$ cat src/hdl/thc_consts.svh
// Constants for the highway control block: offsets, bit positions, reset value, word width.
// Assumes inclusion by the package, the design file and the testbench, once each.
`ifndef THC_CONSTS_SVH
`define THC_CONSTS_SVH
`define THC_CTRL_OFFSET     12'h000
`define THC_DMA_OFFSET      12'h004
`define THC_TXDATA_OFFSET   12'h008
`define THC_RXDATA_OFFSET   12'h00c
`define THC_STATUS_OFFSET   12'h010
`define THC_BIT_SAMPLE_EDGE 5
`define THC_BIT_DRIVE_EDGE  4
`define THC_BIT_DOUBLE      3
`define THC_BIT_RX_EN       2
`define THC_BIT_TX_EN       1
`define THC_BIT_MOD_EN      0
`define THC_CTRL_RESET      6'h00
`define THC_BIT_RXDMA       0
`define THC_BIT_TXDMA       1
`define THC_WORD_BITS       8
`endif

$ cat src/hdl/thc_pkg.sv
// Types shared by the highway control block.
// Assumes the constants header sits beside it.
`include "thc_consts.svh"
package thc_pkg;
  typedef struct packed {
    logic sample_edge;
    logic drive_edge;
    logic double_rate;
    logic rx_en;
    logic tx_en;
    logic mod_en;
  } thc_ctrl_t;
  typedef struct packed {
    logic rx_dma;
    logic tx_dma;
  } thc_dma_t;
  typedef enum logic [2:0] {
    THC_IDLE  = 3'b001,
    THC_SETUP = 3'b010,
    THC_ACC   = 3'b100
  } thc_apb_t;
endpackage
$ cat src/hdl/thc_highway.sv
// Control portion of a TDM serial highway with an APB register slave.
// Assumes bit clock, frame sync and data pins are asynchronous to pclk.
//
// Operation
// RQ1: Sample-edge bit 5 picks the clock edge that samples sync; 0 falling.
// RQ2: As sync master, software sets sample edge to inverse of drive edge.
// RQ3: Drive-edge bit 4 picks the clock edge launching sync; 0 falling.
// RQ4: Bit 3 zero means one clock per bit; one means two clocks.
// RQ5: Bit 2 enables direct receive; when clear received data is dropped.
// RQ6: Direct receive enable is ignored while receive DMA is on.
// RQ7: Bit 1 enables direct transmit through the transmit holding word; the code loads that word for sending only while highway_master is set.
// RQ8: With direct transmit enable clear the data pin is not driven.
// RQ9: Direct transmit enable is ignored while transmit DMA is on.
// RQ10: Bit 0 clear holds serial logic in reset; register keeps contents.
// RQ11: Software programs configuration fields before any enable.
// RQ12: Software then sets a receive and/or transmit direction enable.
// RQ13: Software sets the module enable last when starting.
// RQ14: To stop, software clears the module enable first.
// RQ15: Software then clears the DMA enables that were set.
// RQ16: All control fields reset to zero and are read/write.
//
// Decided for this implementation: the APB interface to the registers and the placing of the registers.
`timescale 1ns/1ps
`default_nettype none
`include "thc_consts.svh"
module thc_highway
  import thc_pkg::*;
#(
  parameter int WORD_BITS = `THC_WORD_BITS
) (
  input  wire logic        pclk,
  input  wire logic        presetn,
  input  wire logic        psel,
  input  wire logic        penable,
  input  wire logic        pwrite,
  input  wire logic [11:0] paddr,
  input  wire logic [31:0] pwdata,
  output var  logic [31:0] prdata,
  output var  logic        pready,
  output var  logic        pslverr,
  input  wire logic        highway_bit_clock,
  input  wire logic        highway_frame_sync_in,
  output var  logic        highway_frame_sync_out,
  output var  logic        highway_frame_sync_oe,
  input  wire logic        highway_master,
  input  wire logic        serial_data_in,
  output var  logic        serial_data_out,
  output var  logic        serial_data_oe,
  output var  logic        receive_active,
  output var  logic        transmit_active
);

  // Register state.
  thc_ctrl_t ctrl_reg, ctrl_next;
  thc_dma_t  dma_reg, dma_next;
  logic [31:0] prdata_reg, prdata_next;
  logic        pready_reg, pready_next;
  logic        pslverr_reg, pslverr_next;
  logic [WORD_BITS-1:0] tx_hold_reg, tx_hold_next;
  logic        tx_hold_full_reg, tx_hold_full_next;
  // Two-entry receive buffer, drained by reads of the receive word.
  logic [WORD_BITS-1:0] rx_buf_reg [2];
  logic [WORD_BITS-1:0] rx_buf_next [2];
  logic [1:0]  rx_cnt_reg, rx_cnt_next;
  logic        rx_overrun_reg, rx_overrun_next;

  // Synchronisers and serial state.
  logic [1:0] clk_sync_reg, fs_sync_reg, din_sync_reg;
  logic       clk_prev_reg;
  logic       half_reg, half_next;
  logic [WORD_BITS-1:0] rx_shift_reg, rx_shift_next;
  logic [WORD_BITS-1:0] tx_shift_reg, tx_shift_next;
  logic [$clog2(WORD_BITS):0] bit_cnt_reg, bit_cnt_next;
  logic       in_frame_reg, in_frame_next;
  logic       fs_out_reg, fs_out_next;
  logic       dout_reg, dout_next;
  logic       doe_reg, doe_next;
  logic       fs_oe_reg, fs_oe_next;
  logic       rx_act_reg, rx_act_next;
  logic       tx_act_reg, tx_act_next;
  logic [WORD_BITS-1:0] rx_word;
  logic       rx_push;
  logic       tx_pop;

  logic rd_en;
  logic rise, fall, sample_ev, drive_ev, rx_on, tx_on, ser_rst;

  assign rd_en = psel && penable && !pready_reg && !pwrite;

  // Edge detection reads only the second synchroniser stage.
  assign rise = clk_sync_reg[1] && !clk_prev_reg;
  assign fall = !clk_sync_reg[1] && clk_prev_reg;
  assign sample_ev = ctrl_reg.sample_edge ? rise : fall; // RQ1
  assign drive_ev  = ctrl_reg.drive_edge ? rise : fall;  // RQ3
  // Direct enables have no say while the matching DMA path is on.
  assign rx_on = dma_reg.rx_dma || ctrl_reg.rx_en; // RQ5 RQ6
  assign tx_on = dma_reg.tx_dma || ctrl_reg.tx_en; // RQ7 RQ9
  assign ser_rst = !ctrl_reg.mod_en; // RQ10

  // APB slave: one wait state, so the answer lands two cycles after setup.
  always_comb begin
    ctrl_next = ctrl_reg;
    dma_next = dma_reg;
    prdata_next = prdata_reg;
    pready_next = 1'b0;
    pslverr_next = 1'b0;
    tx_hold_next = tx_hold_reg;
    tx_hold_full_next = tx_hold_full_reg && !tx_pop;
    rx_buf_next = rx_buf_reg;
    rx_cnt_next = rx_cnt_reg;
    rx_overrun_next = rx_overrun_reg;
    if (rd_en && paddr == `THC_RXDATA_OFFSET && rx_cnt_reg != 2'd0) begin
      rx_buf_next[0] = rx_buf_reg[1];
      rx_cnt_next = rx_cnt_reg - 2'd1;
    end
    if (rx_push) begin
      if (rx_cnt_next == 2'd2) begin
        rx_overrun_next = 1'b1;
      end else begin
        rx_buf_next[rx_cnt_next[0]] = rx_word;
        rx_cnt_next = rx_cnt_next + 2'd1;
      end
    end
    if (ser_rst) begin
      rx_cnt_next = 2'd0;
    end
    if (psel && penable && !pready_reg) begin
      pready_next = 1'b1;
      prdata_next = 32'h0000_0000;
      case (paddr)
        `THC_CTRL_OFFSET: begin
          if (pwrite) begin
            ctrl_next = thc_ctrl_t'(pwdata[5:0]); // RQ16
          end
          prdata_next[5:0] = ctrl_reg;
        end
        `THC_DMA_OFFSET: begin
          if (pwrite) begin
            dma_next.rx_dma = pwdata[`THC_BIT_RXDMA];
            dma_next.tx_dma = pwdata[`THC_BIT_TXDMA];
          end
          prdata_next[`THC_BIT_RXDMA] = dma_reg.rx_dma;
          prdata_next[`THC_BIT_TXDMA] = dma_reg.tx_dma;
        end
        `THC_TXDATA_OFFSET: begin
          if (pwrite) begin
            tx_hold_next = pwdata[WORD_BITS-1:0];
            tx_hold_full_next = 1'b1;
          end
          prdata_next[WORD_BITS-1:0] = tx_hold_reg;
        end
        `THC_RXDATA_OFFSET: begin
          prdata_next[WORD_BITS-1:0] = rx_buf_reg[0];
        end
        `THC_STATUS_OFFSET: begin
          if (pwrite && pwdata[3]) begin
            rx_overrun_next = 1'b0;
          end
          prdata_next[3:0] = {rx_overrun_reg, tx_hold_full_reg, rx_cnt_reg};
        end
        default: begin
          pslverr_next = 1'b1;
        end
      endcase
      if (rx_push && rx_cnt_reg == 2'd2) begin
        rx_overrun_next = 1'b1; // A new overrun wins over the clear.
      end
    end
  end

  always_ff @(posedge pclk or negedge presetn) begin
    if (!presetn) begin
      ctrl_reg <= thc_ctrl_t'(`THC_CTRL_RESET); // RQ16
      dma_reg <= '0;
      prdata_reg <= 32'h0000_0000;
      pready_reg <= 1'b0;
      pslverr_reg <= 1'b0;
      tx_hold_reg <= '0;
      tx_hold_full_reg <= 1'b0;
      rx_buf_reg[0] <= '0;
      rx_buf_reg[1] <= '0;
      rx_cnt_reg <= 2'd0;
      rx_overrun_reg <= 1'b0;
    end else begin
      ctrl_reg <= ctrl_next;
      dma_reg <= dma_next;
      prdata_reg <= prdata_next;
      pready_reg <= pready_next;
      pslverr_reg <= pslverr_next;
      tx_hold_reg <= tx_hold_next;
      tx_hold_full_reg <= tx_hold_full_next;
      rx_buf_reg <= rx_buf_next;
      rx_cnt_reg <= rx_cnt_next;
      rx_overrun_reg <= rx_overrun_next;
    end
  end

  // Serial engine: frame starts at the sampled sync, bits counted per edge.
  // In double-rate mode only every second sample edge carries a bit.
  always_comb begin
    half_next = half_reg;
    rx_shift_next = rx_shift_reg;
    tx_shift_next = tx_shift_reg;
    bit_cnt_next = bit_cnt_reg;
    in_frame_next = in_frame_reg;
    fs_out_next = fs_out_reg;
    dout_next = dout_reg;
    rx_push = 1'b0;
    tx_pop = 1'b0;
    rx_word = rx_shift_reg;
    if (sample_ev) begin
      half_next = ctrl_reg.double_rate ? !half_reg : 1'b0; // RQ4
      if (fs_sync_reg[1]) begin
        in_frame_next = 1'b1;
        bit_cnt_next = '0;
        half_next = ctrl_reg.double_rate; // RQ4
      end else if (in_frame_reg && !half_reg) begin
        rx_shift_next = {rx_shift_reg[WORD_BITS-2:0], din_sync_reg[1]};
        rx_word = rx_shift_next;
        bit_cnt_next = bit_cnt_reg + 1'b1;
        if (bit_cnt_reg == ($clog2(WORD_BITS)+1)'(WORD_BITS-1)) begin
          in_frame_next = 1'b0;
          rx_push = rx_on; // RQ5
        end
      end
    end
    if (drive_ev) begin
      // Master sync pulses once per word, launched on the drive edge. The
      // held word loads at that same edge, so that its first bit is out
      // before the first data sample edge of the frame.
      fs_out_next = highway_master && !in_frame_reg && !fs_out_reg; // RQ3
      if (fs_out_next && tx_hold_full_reg) begin
        tx_shift_next = tx_hold_reg;
        tx_pop = tx_on;
      end else if (in_frame_reg && !half_reg) begin
        dout_next = tx_shift_reg[WORD_BITS-1];
        tx_shift_next = {tx_shift_reg[WORD_BITS-2:0], 1'b0};
      end
    end
    if (ser_rst) begin // RQ10
      half_next = 1'b0;
      bit_cnt_next = '0;
      in_frame_next = 1'b0;
      fs_out_next = 1'b0;
      dout_next = 1'b0;
      rx_push = 1'b0;
      tx_pop = 1'b0;
    end
    doe_next = !ser_rst && tx_on; // RQ8 RQ9
    fs_oe_next = !ser_rst && highway_master;
    rx_act_next = !ser_rst && rx_on;
    tx_act_next = !ser_rst && tx_on;
  end

  always_ff @(posedge pclk or negedge presetn) begin
    if (!presetn) begin
      clk_sync_reg <= 2'b00;
      fs_sync_reg <= 2'b00;
      din_sync_reg <= 2'b00;
      clk_prev_reg <= 1'b0;
      half_reg <= 1'b0;
      rx_shift_reg <= '0;
      tx_shift_reg <= '0;
      bit_cnt_reg <= '0;
      in_frame_reg <= 1'b0;
      fs_out_reg <= 1'b0;
      dout_reg <= 1'b0;
      doe_reg <= 1'b0;
      fs_oe_reg <= 1'b0;
      rx_act_reg <= 1'b0;
      tx_act_reg <= 1'b0;
    end else begin
      clk_sync_reg <= {clk_sync_reg[0], highway_bit_clock};
      fs_sync_reg <= {fs_sync_reg[0], highway_frame_sync_in};
      din_sync_reg <= {din_sync_reg[0], serial_data_in};
      clk_prev_reg <= clk_sync_reg[1];
      half_reg <= half_next;
      rx_shift_reg <= rx_shift_next;
      tx_shift_reg <= tx_shift_next;
      bit_cnt_reg <= bit_cnt_next;
      in_frame_reg <= in_frame_next;
      fs_out_reg <= fs_out_next;
      dout_reg <= dout_next;
      doe_reg <= doe_next;
      fs_oe_reg <= fs_oe_next;
      rx_act_reg <= rx_act_next;
      tx_act_reg <= tx_act_next;
    end
  end

  assign prdata = prdata_reg;
  assign pready = pready_reg;
  assign pslverr = pslverr_reg;
  assign highway_frame_sync_out = fs_out_reg;
  assign highway_frame_sync_oe = fs_oe_reg;
  assign serial_data_out = dout_reg;
  assign serial_data_oe = doe_reg;
  assign receive_active = rx_act_reg;
  assign transmit_active = tx_act_reg;

  // Checks on the control path.
  a_ctrl_reset: assert property ( // RQ16
    @(posedge pclk) $rose(presetn) |-> ctrl_reg == '0)
    else $error("control not zero after reset");
  a_tx_tristate: assert property ( // RQ8
    @(posedge pclk) disable iff (!presetn)
    (!ctrl_reg.tx_en && !dma_reg.tx_dma) |=> !serial_data_oe)
    else $error("data driven while transmit off");
  a_tx_dma_wins: assert property ( // RQ9
    @(posedge pclk) disable iff (!presetn)
    (dma_reg.tx_dma && ctrl_reg.mod_en) |=> serial_data_oe)
    else $error("transmit dma not overriding");
  a_rx_dma_wins: assert property ( // RQ6
    @(posedge pclk) disable iff (!presetn)
    (dma_reg.rx_dma && ctrl_reg.mod_en) |=> receive_active)
    else $error("receive dma not overriding");
  a_rx_drop: assert property ( // RQ5
    @(posedge pclk) disable iff (!presetn)
    rx_push |-> (ctrl_reg.rx_en || dma_reg.rx_dma))
    else $error("word kept while receive off");
  a_hold_reset: assert property ( // RQ10
    @(posedge pclk) disable iff (!presetn)
    !ctrl_reg.mod_en |=> (!in_frame_reg && !highway_frame_sync_out))
    else $error("serial logic not held");
  // A frame may only open on a clock change towards the selected level.
  a_sample_edge: assert property ( // RQ1
    @(posedge pclk) disable iff (!presetn) $rose(in_frame_reg)
    |-> ($past(clk_sync_reg[1]) == $past(ctrl_reg.sample_edge))
    && ($past(clk_prev_reg) != $past(clk_sync_reg[1])))
    else $error("sync sampled on wrong edge");
  a_drive_edge: assert property ( // RQ3
    @(posedge pclk) disable iff (!presetn) $rose(highway_frame_sync_out)
    |-> $past(ctrl_reg.drive_edge) == $past(clk_sync_reg[1]))
    else $error("sync launched on wrong edge");
  a_double_skip: assert property ( // RQ4
    @(posedge pclk) disable iff (!presetn)
    (!ctrl_reg.double_rate && sample_ev && !ser_rst) |=> !half_reg)
    else $error("single rate skipped an edge");
  a_ready_pulse: assert property (@(posedge pclk) disable iff (!presetn)
    pready |=> !pready) else $error("ready held two cycles");
  c_frame_rx: cover property (@(posedge pclk) rx_push);
  c_tx_load: cover property (@(posedge pclk) tx_pop);
  c_overrun: cover property (@(posedge pclk) $rose(rx_overrun_reg));
  c_bad_addr: cover property (@(posedge pclk) pslverr);
endmodule // thc_highway
`default_nettype wire

$ cat config.mk
export PLATFORM = sky130hd
export DESIGN_NAME = thc_highway
export DESIGN_NICKNAME = d
export VERILOG_FILES = /design/src/hdl/thc_pkg.sv /design/src/hdl/thc_highway.sv
export VERILOG_INCLUDE_DIRS = /design/src /design/src/hdl
export SDC_FILE = /design/constraint.sdc
export NUM_CORES = 1
export LEC_CHECK = 0
export ABC_AREA = 1
export BUFFER_PORTS_ARGS = -buffer_cell sky130_fd_sc_hd__clkbuf_2
export CORE_MARGIN = 5
export CORE_UTILIZATION = 47
export CTS_BUF_LIST = sky130_fd_sc_hd__clkbuf_16
export CTS_CLUSTER_DIAMETER = 60
export CTS_CLUSTER_SIZE = 8
export DETAILED_ROUTE_END_ITERATION = 16
export PLACE_DENSITY = 0.82
export SETUP_SLACK_MARGIN = 0.02
export SLEW_MARGIN = 20
export SYNTH_ARGS = -nofsm -noshare
export SYNTH_HDL_FRONTEND = slang
export SYNTH_SLANG_ARGS = --single-unit
$ cat constraint.sdc
create_clock -name pclk -period 2.7 [get_ports pclk]
set_input_delay 0.135 -clock pclk [delete_from_list [all_inputs] [get_ports pclk]]
set_output_delay 0.135 -clock pclk [all_outputs]
set_load 0.005 [all_outputs]
==> reports/metrics.yaml <==
clock_network:
  cts_tree: "done"
  cts_resized: 0
  clock-root-buffer: "clkbuf_16"
  clkLatencyLatePin_ns: 0.34
  cts.clk_slew.worst_paths_ns: 0.06
  numCtsBuffers: 9
  clock_sinks: 80
  cts_buffer_depth: 2
  htreeDepth: 3
grt:
  grt_pass1_wl_mm: 15.9
  antenna_found_initial: 0
  grt_pass1_vias: 3394
  grt_max_degree: 81
  track_usage_pct: 17.9
  gr-total-overflow: 0
sta:
  fin_skew_ns: 0.00743
  fmax_mhz: 409
  finalSetupViolations: 0
  rsz0062_at_grt: "no"
  finalCritPeriodShare_pct: 90.6
  tightest_slew_ns: 0.704
  min_period_ns: 2.45
  slew_headroom_pct: 53.1
  tns_ns: 0
  hold_viol: 0
  drv_slew: 0
die:
  initial_utilization_pct: 47.7
  core_um2: 8640
  chipHeight_um: 104
  fp-row-count: 34
  die_w_um: 104
  dieArea_um2: 10700
  pin_count: 93
pwr:
  vdd_drop_max_uv: 412
  p_leak_nw: 2.47
  p_clk_share_pct: 43.1
  power_density_nw_per_um2: 604
  switching_share_pct: 25.7
  p_int_w: 0.00211
  finalPower_w: 0.00284
  p_comb_share_pct: 9.7
  p_seq_share_pct: 47.2
  power_switching_w: 0.000731
routing:
  avgViaCountPerCell: 5.15
  first_iter_violations: 243
  wl_per_cell_um: 13.6
  drc: 0
  drtPass1Iterations: 6
  drt_wl_total_mm: 9.26
  ant_nets: 0
  num_vias: 3506
place:
  dpl.cell_count: 661
  dpl_cell_area_um2: 4350
  dpl.hpwl_mm: 6.73
  port_buffers: 44
  place_congestion: 0.901
logic_synthesis:
  synth_seq_area_share_pct: 48.6
  syn_area_um2: 4120
  yosysTopAreaCellShare_pct: 48.6
  syn_avg_cell_area_um2: 8.00
  synth.distinct_cells: 33
  yosys_warnings: 0
  synth_area_leaders: "dfrtp_1 (49%), nand2_1 (14%), nand3_1 (6.8%), inv_1 (5.3%), buf_4 (4.7%)"
  synthCells: 515
  ys_ff_latch: 80
  synth_largest_area_cell: "dfrtp_1"
hold_path:
  min-delay-path-class: "in -> reg"
  whs_path_depth: 3
run_status:
  outcome: "finished clean"
job:
  max_cap_viol_count: 0
cells_and_area:
  fin_nets: 626
  fill_cells: 772
  layoutNonFillerInstCount: 681
  drive_above_1_share_pct: 15.2
  antenna_cells: 0
  area_delta_synth_final_pct: 14.1
  final_cell_area_um2: 4700
  final_cell_mix: "nand2_1 (152), dfrtp_1 (80), inv_1 (58)"
  mostFrequentLayoutCell: "nand2_1"
  fin_util_pct: 54.4
critical_path:
  start_kind: "register"
  critPathKind: "reg -> reg"
  rrSetupSlack_ns: 0.25
  cp_data_required_time_ns: 2.97
  reg2reg_depth: 12
  crit_arrival_ns: 2.72
  cp_max_fo: 16
  end_kind: "register"
[layout make-up]
type                       count  area (um2)  area share [%]
clock buffer                   9         225            4.79
clock inverter                 7        78.8            1.68
inverter                      61         229            4.87
multi-input combinational    364        1740            36.9
sequential                    80        2000            42.6
tap                          108         135            2.87
timing repair buffer          52         297            6.31
[metrics by stage]
stage	hold WS (ns)	setup WS, ns
2_1_floorplan	-0.161	0.413
3_3_place_gp	0.244	0.412
3_5_place_dp	0.245	0.318
4_1_cts	0.00781	0.259
5_1_grt	0.0175	0.0733
6_report	0.0143	0.254
[synth_stat cells (all sizes together)]
master	number
o21a	3
o21ai	43
nor3	1
ha	5
nand3	61
nand3b	1
clkinv	1
o31ai	1
xor2	2
inv	60
a31oi	2
nand2	158
conb	1
a21oi	13
o22ai	1
dfrtp	80
clkbuf	2
nand4	6
buf	31
or2	1
nor2	40
o21bai	1
o2111ai	1
[worst max-delay path, stage by stage (launching register included)]
cell     delay, ns
dfrtp_1       0.43
inv_1         0.13
ha_1          0.21
or2_2         0.29
nor2_4        0.15
nand3_4       0.14
nand2_1       0.12
nand2_1       0.07
ha_1          0.27
nor2_8        0.15
buf_4         0.21
nand3_1       0.11
nand2_1       0.09
[routing by layer]
metal	vias up	GRT usage, %	part of all wire (%)
met5	-	0	0
met4	0	9.75	3.5
met3	24	3.86	7.2
met2	149	28.7	48
met1	1632	22.5	41
li1	1701	-	-
[power groups by stage]
stage               registers (W)  clock network (W)  logic (W)
finish                    0.00134            0.00123   0.000274
detailed placement        0.00136                  0   0.000269
global placement          0.00136                  0   0.000257
CTS                       0.00134            0.00125   0.000276
floorplan                 0.00135                  0   0.000184
global route              0.00135            0.00131   0.000319
[kinds of logic after synthesis]
kind of cell / synth area share [%]
AND/OR/NAND/NOR: 29.6
XOR/XNOR: 0.425
flip-flops: 48.6
buffers and inverters: 11.4
adder cells (fa/ha/maj): 1.52
other: 0.0910
AO/OA/AOI/OAI: 8.38
[what timing repair did]
action                                 4_1_cts  5_1_grt
endpoints found under the hold margin        3       80
buffers inserted                             0        0
hold buffers                                 3        1
[worst paths after layout]
| kind | from | to |
|---|---|---|
| max | rx_cnt_reg[0] | register |
| min | highway_master | highway_frame_sync_oe |
| max reg2reg | rx_cnt_reg[0] | register |
| min reg2reg | din_sync_reg[0] | din_sync_reg[1] |
| max in group asynchronous | presetn | transmit_active |
| min in group asynchronous | presetn | rx_buf_reg[9] |
Power figures use the tool's default switching activity.
